===== src/stack_push_pkg.sv =====
package stack_push_pkg;

  // Register byte offsets
  localparam logic [7:0] CTRL_OFFSET = 8'h00;
  localparam logic [7:0] STATUS_OFFSET = 8'h04;
  localparam logic [7:0] STACK_PTR_OFFSET = 8'h08;
  localparam logic [7:0] SS_LIMIT_OFFSET = 8'h0C;
  localparam logic [7:0] SS_BASE_OFFSET = 8'h10;
  localparam logic [7:0] SRC_VALUE_OFFSET = 8'h14;
  localparam logic [7:0] MEM_DISP_OFFSET = 8'h18;
  localparam logic [7:0] MEM_LIMIT_OFFSET = 8'h1C;
  localparam logic [7:0] EA_OUT_OFFSET = 8'h20;
  localparam logic [7:0] ERR_CODE_OFFSET = 8'h24;
  localparam logic [2:0] GPR_BANK_SEL = 3'h2;

  // Reset values
  localparam logic [31:0] STACK_PTR_RESET = 32'h0000_0000;
  localparam logic [31:0] LIMIT_RESET = 32'h0000_FFFF;
  localparam logic [31:0] ZERO_WORD = 32'h0000_0000;

  // Status field positions
  localparam int STATUS_BUSY_BIT = 0;
  localparam int STATUS_DONE_BIT = 1;
  localparam int STATUS_SHUTDOWN_BIT = 2;
  localparam int STATUS_FAULT_LSB = 4;

  // Stack arithmetic
  localparam logic [31:0] STEP_DWORD = 32'h0000_0004;
  localparam logic [31:0] STEP_WORD = 32'h0000_0002;
  localparam logic [31:0] ONE_WORD = 32'h0000_0001;
  localparam logic [31:0] REAL_SHUTDOWN_SP_A = 32'h0000_0001;
  localparam logic [31:0] REAL_SHUTDOWN_SP_B = 32'h0000_0003;
  localparam logic [31:0] REAL_SHUTDOWN_SP_C = 32'h0000_0005;
  localparam logic [2:0] SAVED_SP_SLOT = 3'h4;
  localparam logic [2:0] LAST_SLOT = 3'h7;
  localparam logic [1:0] IO_PRIVILEGE_LEVEL_FULL = 2'h3;
  localparam logic [1:0] CPL_USER = 2'h3;

  // AXI responses
  localparam logic [1:0] RESP_OKAY = 2'b00;
  localparam logic [1:0] RESP_SLVERR = 2'b10;

  typedef enum logic [2:0] {OP_PUSH_VALUE, OP_PUSH_MEM, OP_PUSH_SP, OP_PUSH_ALL, OP_FLAGS_POP} op_kind_t;
  typedef enum logic [1:0] {MODE_REAL, MODE_PROT, MODE_V86} cpu_mode_t;
  typedef enum logic [2:0] {FAULT_NONE, FAULT_GP, FAULT_SS, FAULT_PF, FAULT_AC} fault_t;
  typedef enum logic [2:0] {ST_IDLE, ST_CHECK, ST_STEP, ST_WAIT, ST_FINISH} exec_state_t;

  // Control register layout, start in bit 0
  typedef struct packed {
    logic [14:0] reserved;
    logic mem_in_stack_seg;
    logic mem_base_is_sp;
    logic null_selector;
    logic size_override;
    logic align_check_en;
    logic [1:0] io_privilege_level;
    logic [1:0] cpl;
    cpu_mode_t mode;
    logic addr32;
    logic op32;
    op_kind_t kind;
    logic start;
  } ctrl_t;

  // Stack store request toward memory
  typedef struct packed {
    logic [31:0] addr;
    logic [31:0] data;
    logic dword;
  } store_req_t;

endpackage : stack_push_pkg


===== src/stack_push_execution_unit.sv =====
// The AXI4-Lite slave port and the address map were chosen for this implementation.
`timescale 1ns/1ps
`default_nettype none
module stack_push_execution_unit
(
  input wire logic aclk,
  input wire logic aresetn,
  input wire logic ce,
  input wire logic [7:0] awaddr,
  input wire logic awvalid,
  output logic awready,
  input wire logic [31:0] wdata,
  input wire logic [3:0] wstrb,
  input wire logic wvalid,
  output logic wready,
  output logic [1:0] bresp,
  output logic bvalid,
  input wire logic bready,
  input wire logic [7:0] araddr,
  input wire logic arvalid,
  output logic arready,
  output logic [31:0] rdata,
  output logic [1:0] rresp,
  output logic rvalid,
  input wire logic rready,
  output logic st_valid,
  input wire logic st_ready,
  output stack_push_pkg::store_req_t st_req,
  input wire logic st_page_fault,
  input wire logic [31:0] st_fault_code,
  output logic busy,
  output logic shutdown,
  output stack_push_pkg::fault_t fault
);

  // Byte-lane merge for register writes
  function automatic logic [31:0] merge_strb(input logic [31:0] old_val, input logic [31:0] new_val,
                                             input logic [3:0] strb);
    logic [31:0] res;
    res = old_val;
    for (int i = 0; i < 4; i++)
    begin
      if (strb[i])
      begin
        res[i*8 +: 8] = new_val[i*8 +: 8];
      end
    end
    merge_strb = res;
  endfunction : merge_strb

  // Pointer as seen by the stack address size
  function automatic logic [31:0] sp_view(input logic [31:0] p, input logic a32);
    sp_view = a32 ? p : {16'h0000, p[15:0]};
  endfunction : sp_view

  function automatic logic [31:0] step_size(input logic dword);
    step_size = dword ? stack_push_pkg::STEP_DWORD : stack_push_pkg::STEP_WORD;
  endfunction : step_size

  // Last byte of an access lies above the limit
  function automatic logic beyond_limit(input logic [31:0] addr, input logic [31:0] len,
                                        input logic [31:0] limit);
    logic [32:0] last;
    last = {1'b0, addr} + {1'b0, len} - {1'b0, stack_push_pkg::ONE_WORD};
    beyond_limit = last > {1'b0, limit};
  endfunction : beyond_limit

  function automatic logic is_mapped(input logic [7:0] a);
    is_mapped = (a[7:5] == stack_push_pkg::GPR_BANK_SEL) || (a <= stack_push_pkg::ERR_CODE_OFFSET);
  endfunction : is_mapped

  stack_push_pkg::ctrl_t ctrl;
  stack_push_pkg::exec_state_t state;
  logic [31:0] stack_ptr;
  logic [31:0] ss_limit;
  logic [31:0] ss_base;
  logic [31:0] src_value;
  logic [31:0] mem_disp;
  logic [31:0] mem_limit;
  logic [31:0] ea_out;
  logic [31:0] err_code;
  logic [31:0] gpr [8];
  logic [31:0] temp_sp;
  logic [31:0] work_ptr;
  logic [2:0] slot;
  logic done;

  // Write channel decode
  wire wr_fire = awvalid && wvalid && !bvalid;
  wire wr_mapped = is_mapped(awaddr);
  wire wr_gpr = awaddr[7:5] == stack_push_pkg::GPR_BANK_SEL;
  wire wr_idle = state == stack_push_pkg::ST_IDLE;
  wire [31:0] wr_ctrl_word = merge_strb(ctrl, wdata, wstrb);
  wire start_req = wr_fire && wr_idle && awaddr == stack_push_pkg::CTRL_OFFSET && wstrb[0] && wdata[0];
  wire rd_fire = arvalid && !rvalid;

  assign awready = wr_fire;
  assign wready = wr_fire;
  assign arready = !rvalid;
  assign busy = !wr_idle;

  // Instruction-level decode
  wire dword = ctrl.op32;
  wire a32 = ctrl.addr32;
  wire [31:0] step = step_size(dword);
  wire [31:0] start_view = sp_view(stack_ptr, a32);
  wire [31:0] work_view = sp_view(work_ptr, a32);
  wire is_real = ctrl.mode == stack_push_pkg::MODE_REAL;
  wire is_prot = ctrl.mode == stack_push_pkg::MODE_PROT;
  wire is_v86 = ctrl.mode == stack_push_pkg::MODE_V86;
  wire is_push_all = ctrl.kind == stack_push_pkg::OP_PUSH_ALL;
  wire is_mem = ctrl.kind == stack_push_pkg::OP_PUSH_MEM;

  // Pointer drop; a 16-bit stack touches only the low half, no realignment
  wire [31:0] new_ptr = a32 ? work_ptr - step : {work_ptr[31:16], work_view[15:0] - step[15:0]};
  wire [31:0] new_view = sp_view(new_ptr, a32);
  wire stack_overrun = beyond_limit(new_view, step, ss_limit);
  wire unaligned = dword ? (new_view[1:0] != 2'b00) : new_view[0];
  wire align_fault = ctrl.align_check_en && unaligned && (is_v86 || (is_prot && ctrl.cpl == stack_push_pkg::CPL_USER));

  // Real-mode stack exhaustion; caught before any store
  wire sp_is_one = start_view == stack_push_pkg::REAL_SHUTDOWN_SP_A;
  wire sp_odd_low = sp_is_one || start_view == stack_push_pkg::REAL_SHUTDOWN_SP_B ||
                    start_view == stack_push_pkg::REAL_SHUTDOWN_SP_C;
  wire exhausted = is_real && (is_push_all ? sp_odd_low : sp_is_one);

  // Flags pop exception tail; only the checks, no flag update here
  wire pop_gp = is_v86 && (ctrl.io_privilege_level < stack_push_pkg::IO_PRIVILEGE_LEVEL_FULL || ctrl.size_override);
  wire pop_ss = is_prot && beyond_limit(start_view, step, ss_limit);

  // Memory source operand checks
  wire mem_null = is_prot && ctrl.null_selector;
  wire mem_over = beyond_limit(ea_out, step, ctrl.mem_in_stack_seg ? ss_limit : mem_limit);

  // Store data; width follows operand size only
  wire [31:0] all_value = (slot == stack_push_pkg::SAVED_SP_SLOT) ? temp_sp : gpr[slot];
  wire [31:0] raw_value = is_push_all ? all_value :
                          (ctrl.kind == stack_push_pkg::OP_PUSH_SP) ? temp_sp : src_value;
  wire [31:0] store_value = dword ? raw_value : {16'h0000, raw_value[15:0]};

  // Register read mux
  wire [31:0] status_word = {25'h000_0000, fault, 1'b0, shutdown, done, busy};
  wire [31:0] read_word =
    (araddr[7:5] == stack_push_pkg::GPR_BANK_SEL) ? gpr[araddr[4:2]] :
    (araddr == stack_push_pkg::CTRL_OFFSET) ? {ctrl[31:1], 1'b0} :
    (araddr == stack_push_pkg::STATUS_OFFSET) ? status_word :
    (araddr == stack_push_pkg::STACK_PTR_OFFSET) ? stack_ptr :
    (araddr == stack_push_pkg::SS_LIMIT_OFFSET) ? ss_limit :
    (araddr == stack_push_pkg::SS_BASE_OFFSET) ? ss_base :
    (araddr == stack_push_pkg::SRC_VALUE_OFFSET) ? src_value :
    (araddr == stack_push_pkg::MEM_DISP_OFFSET) ? mem_disp :
    (araddr == stack_push_pkg::MEM_LIMIT_OFFSET) ? mem_limit :
    (araddr == stack_push_pkg::EA_OUT_OFFSET) ? ea_out :
    (araddr == stack_push_pkg::ERR_CODE_OFFSET) ? err_code : stack_push_pkg::ZERO_WORD;

  // Write response; unmapped offsets answer with an error
  always_ff @(posedge aclk)
  begin
    if (!aresetn)
    begin
      bvalid <= 1'b0;
      bresp <= stack_push_pkg::RESP_OKAY;
    end
    else if (ce)
    begin
      if (wr_fire)
      begin
        bvalid <= 1'b1;
        bresp <= wr_mapped ? stack_push_pkg::RESP_OKAY : stack_push_pkg::RESP_SLVERR;
      end
      else if (bready)
      begin
        bvalid <= 1'b0;
      end
    end
  end

  // Read data captured so rdata holds while rready is low
  always_ff @(posedge aclk)
  begin
    if (!aresetn)
    begin
      rvalid <= 1'b0;
      rdata <= stack_push_pkg::ZERO_WORD;
      rresp <= stack_push_pkg::RESP_OKAY;
    end
    else if (ce)
    begin
      if (rd_fire)
      begin
        rvalid <= 1'b1;
        rdata <= read_word;
        rresp <= is_mapped(araddr) ? stack_push_pkg::RESP_OKAY : stack_push_pkg::RESP_SLVERR;
      end
      else if (rready)
      begin
        rvalid <= 1'b0;
      end
    end
  end

  // Operand registers; frozen while an instruction runs so the sequence sees stable inputs
  always_ff @(posedge aclk)
  begin
    if (!aresetn)
    begin
      ss_limit <= stack_push_pkg::LIMIT_RESET;
      ss_base <= stack_push_pkg::ZERO_WORD;
      src_value <= stack_push_pkg::ZERO_WORD;
      mem_disp <= stack_push_pkg::ZERO_WORD;
      mem_limit <= stack_push_pkg::LIMIT_RESET;
      for (int i = 0; i < 8; i++)
      begin
        gpr[i] <= stack_push_pkg::ZERO_WORD;
      end
    end
    else if (ce && wr_fire && wr_idle)
    begin
      if (wr_gpr)
      begin
        gpr[awaddr[4:2]] <= merge_strb(gpr[awaddr[4:2]], wdata, wstrb);
      end
      case (awaddr)
        stack_push_pkg::SS_LIMIT_OFFSET: ss_limit <= merge_strb(ss_limit, wdata, wstrb);
        stack_push_pkg::SS_BASE_OFFSET: ss_base <= merge_strb(ss_base, wdata, wstrb);
        stack_push_pkg::SRC_VALUE_OFFSET: src_value <= merge_strb(src_value, wdata, wstrb);
        stack_push_pkg::MEM_DISP_OFFSET: mem_disp <= merge_strb(mem_disp, wdata, wstrb);
        stack_push_pkg::MEM_LIMIT_OFFSET: mem_limit <= merge_strb(mem_limit, wdata, wstrb);
        default: ;
      endcase
    end
  end

  // Execution sequence
  always_ff @(posedge aclk)
  begin
    if (!aresetn)
    begin
      state <= stack_push_pkg::ST_IDLE;
      ctrl <= '0;
      stack_ptr <= stack_push_pkg::STACK_PTR_RESET;
      temp_sp <= stack_push_pkg::ZERO_WORD;
      work_ptr <= stack_push_pkg::ZERO_WORD;
      ea_out <= stack_push_pkg::ZERO_WORD;
      err_code <= stack_push_pkg::ZERO_WORD;
      slot <= 3'h0;
      done <= 1'b0;
      shutdown <= 1'b0;
      fault <= stack_push_pkg::FAULT_NONE;
      st_valid <= 1'b0;
      st_req <= '0;
    end
    else if (ce)
    begin
      case (state)
        stack_push_pkg::ST_IDLE:
        begin
          if (wr_fire && awaddr == stack_push_pkg::STACK_PTR_OFFSET)
          begin
            stack_ptr <= merge_strb(stack_ptr, wdata, wstrb);
          end
          if (wr_fire && awaddr == stack_push_pkg::CTRL_OFFSET)
          begin
            ctrl <= {wr_ctrl_word[31:1], 1'b0};
          end
          if (start_req)
          begin
            // Snapshot before any drop; reused for stack-pointer sources
            temp_sp <= sp_view(stack_ptr, wr_ctrl_word[5]);
            work_ptr <= stack_ptr;
            // Stack-based address uses the undecremented pointer
            ea_out <= mem_disp + (wr_ctrl_word[15] ? sp_view(stack_ptr, wr_ctrl_word[5]) : 32'h0000_0000);
            err_code <= stack_push_pkg::ZERO_WORD;
            slot <= 3'h0;
            done <= 1'b0;
            shutdown <= 1'b0;
            fault <= stack_push_pkg::FAULT_NONE;
            state <= stack_push_pkg::ST_CHECK;
          end
        end
        stack_push_pkg::ST_CHECK:
        begin
          state <= stack_push_pkg::ST_FINISH;
          if (ctrl.kind == stack_push_pkg::OP_FLAGS_POP)
          begin
            if (pop_gp)
            begin
              fault <= stack_push_pkg::FAULT_GP;
            end
            else if (pop_ss)
            begin
              fault <= stack_push_pkg::FAULT_SS;
            end
          end
          else if (exhausted)
          begin
            shutdown <= 1'b1;
          end
          else if (is_mem && mem_null)
          begin
            fault <= stack_push_pkg::FAULT_GP;
          end
          else if (is_mem && mem_over)
          begin
            fault <= ctrl.mem_in_stack_seg ? stack_push_pkg::FAULT_SS : stack_push_pkg::FAULT_GP;
          end
          else
          begin
            state <= stack_push_pkg::ST_STEP;
          end
        end
        stack_push_pkg::ST_STEP:
        begin
          if (stack_overrun)
          begin
            fault <= stack_push_pkg::FAULT_SS;
            state <= stack_push_pkg::ST_FINISH;
          end
          else if (align_fault)
          begin
            fault <= stack_push_pkg::FAULT_AC;
            state <= stack_push_pkg::ST_FINISH;
          end
          else
          begin
            // Pointer lowered, then the store goes out at the new top
            work_ptr <= new_ptr;
            st_req <= '{addr: ss_base + new_view, data: store_value, dword: dword};
            st_valid <= 1'b1;
            state <= stack_push_pkg::ST_WAIT;
          end
        end
        stack_push_pkg::ST_WAIT:
        begin
          if (st_ready)
          begin
            st_valid <= 1'b0;
            if (st_page_fault && !is_real)
            begin
              // Architectural pointer untouched on a faulting store
              fault <= stack_push_pkg::FAULT_PF;
              err_code <= st_fault_code;
              state <= stack_push_pkg::ST_FINISH;
            end
            else if (is_push_all && slot != stack_push_pkg::LAST_SLOT)
            begin
              slot <= slot + 3'h1;
              state <= stack_push_pkg::ST_STEP;
            end
            else
            begin
              stack_ptr <= work_ptr;
              state <= stack_push_pkg::ST_FINISH;
            end
          end
        end
        stack_push_pkg::ST_FINISH:
        begin
          // No flag register is written by any path
          done <= 1'b1;
          state <= stack_push_pkg::ST_IDLE;
        end
        default:
        begin
          state <= stack_push_pkg::ST_IDLE;
        end
      endcase
    end
  end

endmodule : stack_push_execution_unit
`default_nettype wire


===== config.mk =====
export PLATFORM = sky130hd
export DESIGN_NAME = stack_push_execution_unit
export DESIGN_NICKNAME = d
export VERILOG_FILES = /design/src/stack_push_pkg.sv /design/src/stack_push_execution_unit.sv
export SDC_FILE = /design/constraint.sdc
export NUM_CORES = 2
export LEC_CHECK = 0
export BUFFER_PORTS_ARGS = -buffer_cell sky130_fd_sc_hd__buf_2
export CAP_MARGIN = 10
export CORE_ASPECT_RATIO = 0.9
export CORE_UTILIZATION = 55
export DETAILED_ROUTE_END_ITERATION = 10
export GPL_ROUTABILITY_DRIVEN = 0
export PLACE_DENSITY_LB_ADDON = 0.3
export SLEW_MARGIN = 10
export SYNTH_ARGS = -nofsm -noshare
export SYNTH_HDL_FRONTEND = slang
export SYNTH_SLANG_ARGS = --single-unit

===== constraint.sdc =====
create_clock -name aclk -period 6.9 [get_ports aclk]
set_input_delay 1.035 -clock aclk [delete_from_list [all_inputs] [get_ports aclk]]
set_output_delay 1.035 -clock aclk [all_outputs]
set_load 0.1 [all_outputs]

==> results by group <==
Status
  • Outcome: finished with violations
  • Failing checks: negative setup slack

Setup path
  • R2R cell count: 34
  • Crit path required time: 7390 ps
  • WS Path Type: reg2reg
  • CP Max Fanout: 8
  • Crit path DAT: 7600 ps
  • Critical path launch point: work_ptr[10]
  • Worst setup EP type: register
  • Worst flop-to-flop path endpoint: work_ptr[9]
  • CP Capture Point: work_ptr[9]
  • Startpoint Class: register
  • Crit path max-delay cell type: or4_4
  • Reg2reg start: work_ptr[10]
  • Worst path max stage delay: 570 ps
  • Reg2reg setup slack: -210 ps

Placed design
  • Hpwl dp: 119900 um
  • Dpl cell area: 0.04809 mm^2
  • Post-Place Setup Slack: -353.4 ps
  • IO Port Bufs: 203

Global route
  • Global-route wire length before repair: 240800 um
  • Largest net degree at the start of global routing: 187
  • Global route overflow: 0
  • Initial antenna violation count: 4
  • Gr usage total: 38.92%
  • Vias in the first global route: 37940

Power and ir drop
  • Overall power: 14.69 mW
  • Logic pwr share: 38.4%
  • Int Pwr: 9.394 mW
  • Lkg Pwr: 20.50 nW
  • Power share of the clock group: 29.9%
  • Flop pwr share: 31.6%
  • Worst vdd ir: 0.4025 mV
  • Psw: 5.293 mW
  • Net Sw Frac: 36.04%
  • Pwr Density: 279.5 mW/mm^2

Timing
  • Layout Skew: 27.48 ps
  • Worst-Margin Slew: 1205 ps
  • Max Clk Rate: 0.1407 GHz
  • # setup viols final: 96
  • Hold violation count in the final report: 0
  • Slew HR: 19.34%
  • Final count of pins violating max slew: 0
  • Tmin final: 7105 ps
  • Unrepaired setup endpoints after global routing: yes
  • Fin crit share: 103.0%
  • Setup ws final: -205.4 ps

Final layout
  • Fin area: 0.05254 mm^2
  • Nets: 5568
  • Layout cell share with drive strength beyond 1: 19.95%
  • Area grow syn2layout: 16.77%
  • Final Util: 64.85%

Clock network
  • CTS tree: built
  • CTS Buf Count: 80
  • Hold buffer count at cts: 0
  • Max clock buf depth: 3
  • CTS root buf: clkbuf_16
  • Clk sinks: 723
  • CTS HTree Levels: 3
  • Worst-skew pair later-pin latency: 660 ps
  • CTS clk-pin slew, worst paths: 60 ps

Drt
  • Iter 0 DRT Violations: 5809
  • Via Count: 41920
  • Routed length per instance: 27.00 um
  • Post-Route WL: 170800 um
  • Post-route ant nets: 0
  • First-pass DRT Iterations: 7
  • Via density per instance: 6.628
  • # DRC: 0

Synthesis
  • Seq cells post-synth: 723
  • Ys flop type: dfxtp_1
  • Avg Inst Size Synth: 9.160 um^2
  • Syn Std Cell Area: 0.04499 mm^2
  • Yosys warns: 0
  • Syn Inst Count: 4912
  • Post-synth EDFFs: 256
  • Distinct cells, synth: 104
  • Seq/Total Area, Yosys: 37.87%
  • Asr flop ratio synth: 0%

Hold path
  • Worst hold path type: reg2reg

Floorplan
  • Die W: 303.5 um
  • Die height: 273.3 um
  • I/O Pins: 206
  • Die area: 0.08295 mm^2
  • Rows: 99
  • Initial Util: 55.54%
  • Core area: 0.08101 mm^2

Flow run
  • Max-Cap Viols: 0
area by class of cell:
class | count | area, um^2
flip-flops and latches | 723 | 17050
clock inverters | 36 | 367.9
clock buffers | 112 | 2297
well taps | 1060 | 1326
diodes | 2 | 5.005
fillers | 6513 | 28470
repair buffers | 495 | 3618
multi-input cells | 3701 | 27130
inverters | 195 | 742.0
placed cells by master (no fill, tap or decap), types with 25 or more instances in the layout:
cell type    n
nand2_1    532
dfxtp_1    460
nor2_1     391
a21oi_1    349
and2_1     282
ha_1       261
mux2i_1    259
edfxtp_1   256
buf_4      253
o21ai_0    240
buf_2      202
inv_1      186
nand3_1    149
mux4_2     128
xnor2_1    107
clkbuf_16   89
a21o_1      79
a221oi_1    53
nor3_1      44
xor2_1      44
a211oi_1    41
a21oi_2     41
o211ai_1    40
a31oi_1     39
nor2b_1     35
nand2b_1    34
mux2_2      31
a311oi_1    30
nand4_1     27
o21a_1      25
flip-flops by register name (all words and copies together) (netlist names), 3 cells and up, named ones only:
| register | count |
|---|---|
| st_req | 65 |
| ss_limit | 32 |
| state | 3 |
| rdata | 32 |
| mem_limit | 32 |
| slot | 3 |
| work_ptr | 32 |
| temp_sp | 32 |
| src_value | 32 |
| ea_out | 32 |
| err_code | 32 |
| gpr | 256 |
| stack_ptr | 32 |
| mem_disp | 32 |
| ctrl | 29 |
| fault | 3 |
| ss_base | 32 |
layer usage:
layer  global-route usage (%)  routed length, um
met5                        0                  0
met4                    24.64              13540
met3                    9.302              22790
met2                    57.05              71080
met1                    51.45              63350
worst min-delay path by stage:
stage	startpoint	to	slack, ps	cells past startpoint
finish	temp_sp[31]	temp_sp[31]	450	2
detailed placement	temp_sp[31]	temp_sp[31]	440	2
CTS	temp_sp[31]	temp_sp[31]	450	2
global placement	temp_sp[30]	temp_sp[30]	440	2
floorplan	temp_sp[25]	temp_sp[25]	430	2
global route	err_code[14]	err_code[14]	460	2
synth_stat cells (all sizes together) (6+ instances only):
library cell | count | share of area (%)
or3 | 21 | 0.30
dfxtp | 467 | 21
a21boi | 7 | 0.12
a21o | 79 | 1.3
and3 | 12 | 0.17
nor2b | 35 | 0.49
ha | 272 | 7.6
o22ai | 13 | 0.19
edfxtp | 256 | 17
mux2 | 32 | 0.81
mux2i | 260 | 5.8
o21bai | 23 | 0.38
a31oi | 40 | 0.56
nand3b | 13 | 0.22
o31ai | 10 | 0.17
mux4 | 128 | 6.4
nor2 | 425 | 3.6
nor3 | 52 | 0.58
o2111ai | 8 | 0.16
clkbuf | 244 | 2.0
nand2 | 562 | 4.7
o21a | 26 | 0.44
or4 | 7 | 0.14
o211ai | 40 | 0.67
o21ba | 6 | 0.13
fa | 6 | 0.27
a211oi | 65 | 1.2
and2 | 285 | 4.0
nand3 | 167 | 1.9
a21oi | 391 | 4.4
xnor2 | 111 | 2.2
nand4 | 27 | 0.38
a22oi | 15 | 0.25
o21ai | 261 | 2.9
nand2b | 39 | 0.54
xor2 | 48 | 0.93
inv | 194 | 1.6
a221oi | 54 | 1.1
buf | 53 | 0.60
nor4 | 14 | 0.21
a221o | 8 | 0.18
or2 | 16 | 0.22
a211o | 6 | 0.12
a311oi | 31 | 0.60
what timing repair did:
action                                  in CTS  in global routing
resized for setup                           36                234
pin swaps                                   13                 90
cloned                                       2                 13
setup buffers                               17                 28
endpoints found under the hold margin        0                  0
endpoints found under the setup margin     103                103
critical path, delay by kind of cell, from the launching register on:
kind / cells / cell delay (ps)
AOI/OAI and AO/OA: 11 / 1740
xor gates and xnor gates: 1 / 130
adders and majority gates: 2 / 470
buffers and inverters: 4 / 640
DFF: 1 / 320
muxes: 1 / 220
and+or+nand+nor: 15 / 3410
per-stage QoR:
stage               hold slack (ps)  TNS (ps)  std cells
finish                        448.8     -7794       6324
global route                  458.9    -28210       6323
detailed placement            441.6    -25610       6116
floorplan                     428.8         0       4913
global placement              436.8     -2256       6115
CTS                           449.4    -3.332       6283
kinds of logic after synthesis:
| group | count (synthesis) | synth area share (%) |
|---|---|---|
| simple gates | 1693 | 17.73 |
| flops | 723 | 37.87 |
| mux | 420 | 13.03 |
| xor+xnor | 159 | 3.095 |
| other cells | 1 | 0.008335 |
| buf+inv | 492 | 4.263 |
| fa+ha+maj | 281 | 7.898 |
| compound gates | 1143 | 16.11 |
power groups by stage:
stage	clock network (mW)	logic [mW]	registers [mW]
5_1_grt	4.55	5.99	4.65
4_1_cts	4.40	5.14	4.63
3_5_place_dp	0	4.93	4.72
6_report	4.40	5.64	4.64
2_1_floorplan	0	3.26	4.79
3_3_place_gp	0	4.83	4.72
No activity file was read; power rests on OpenSTA's default activity.
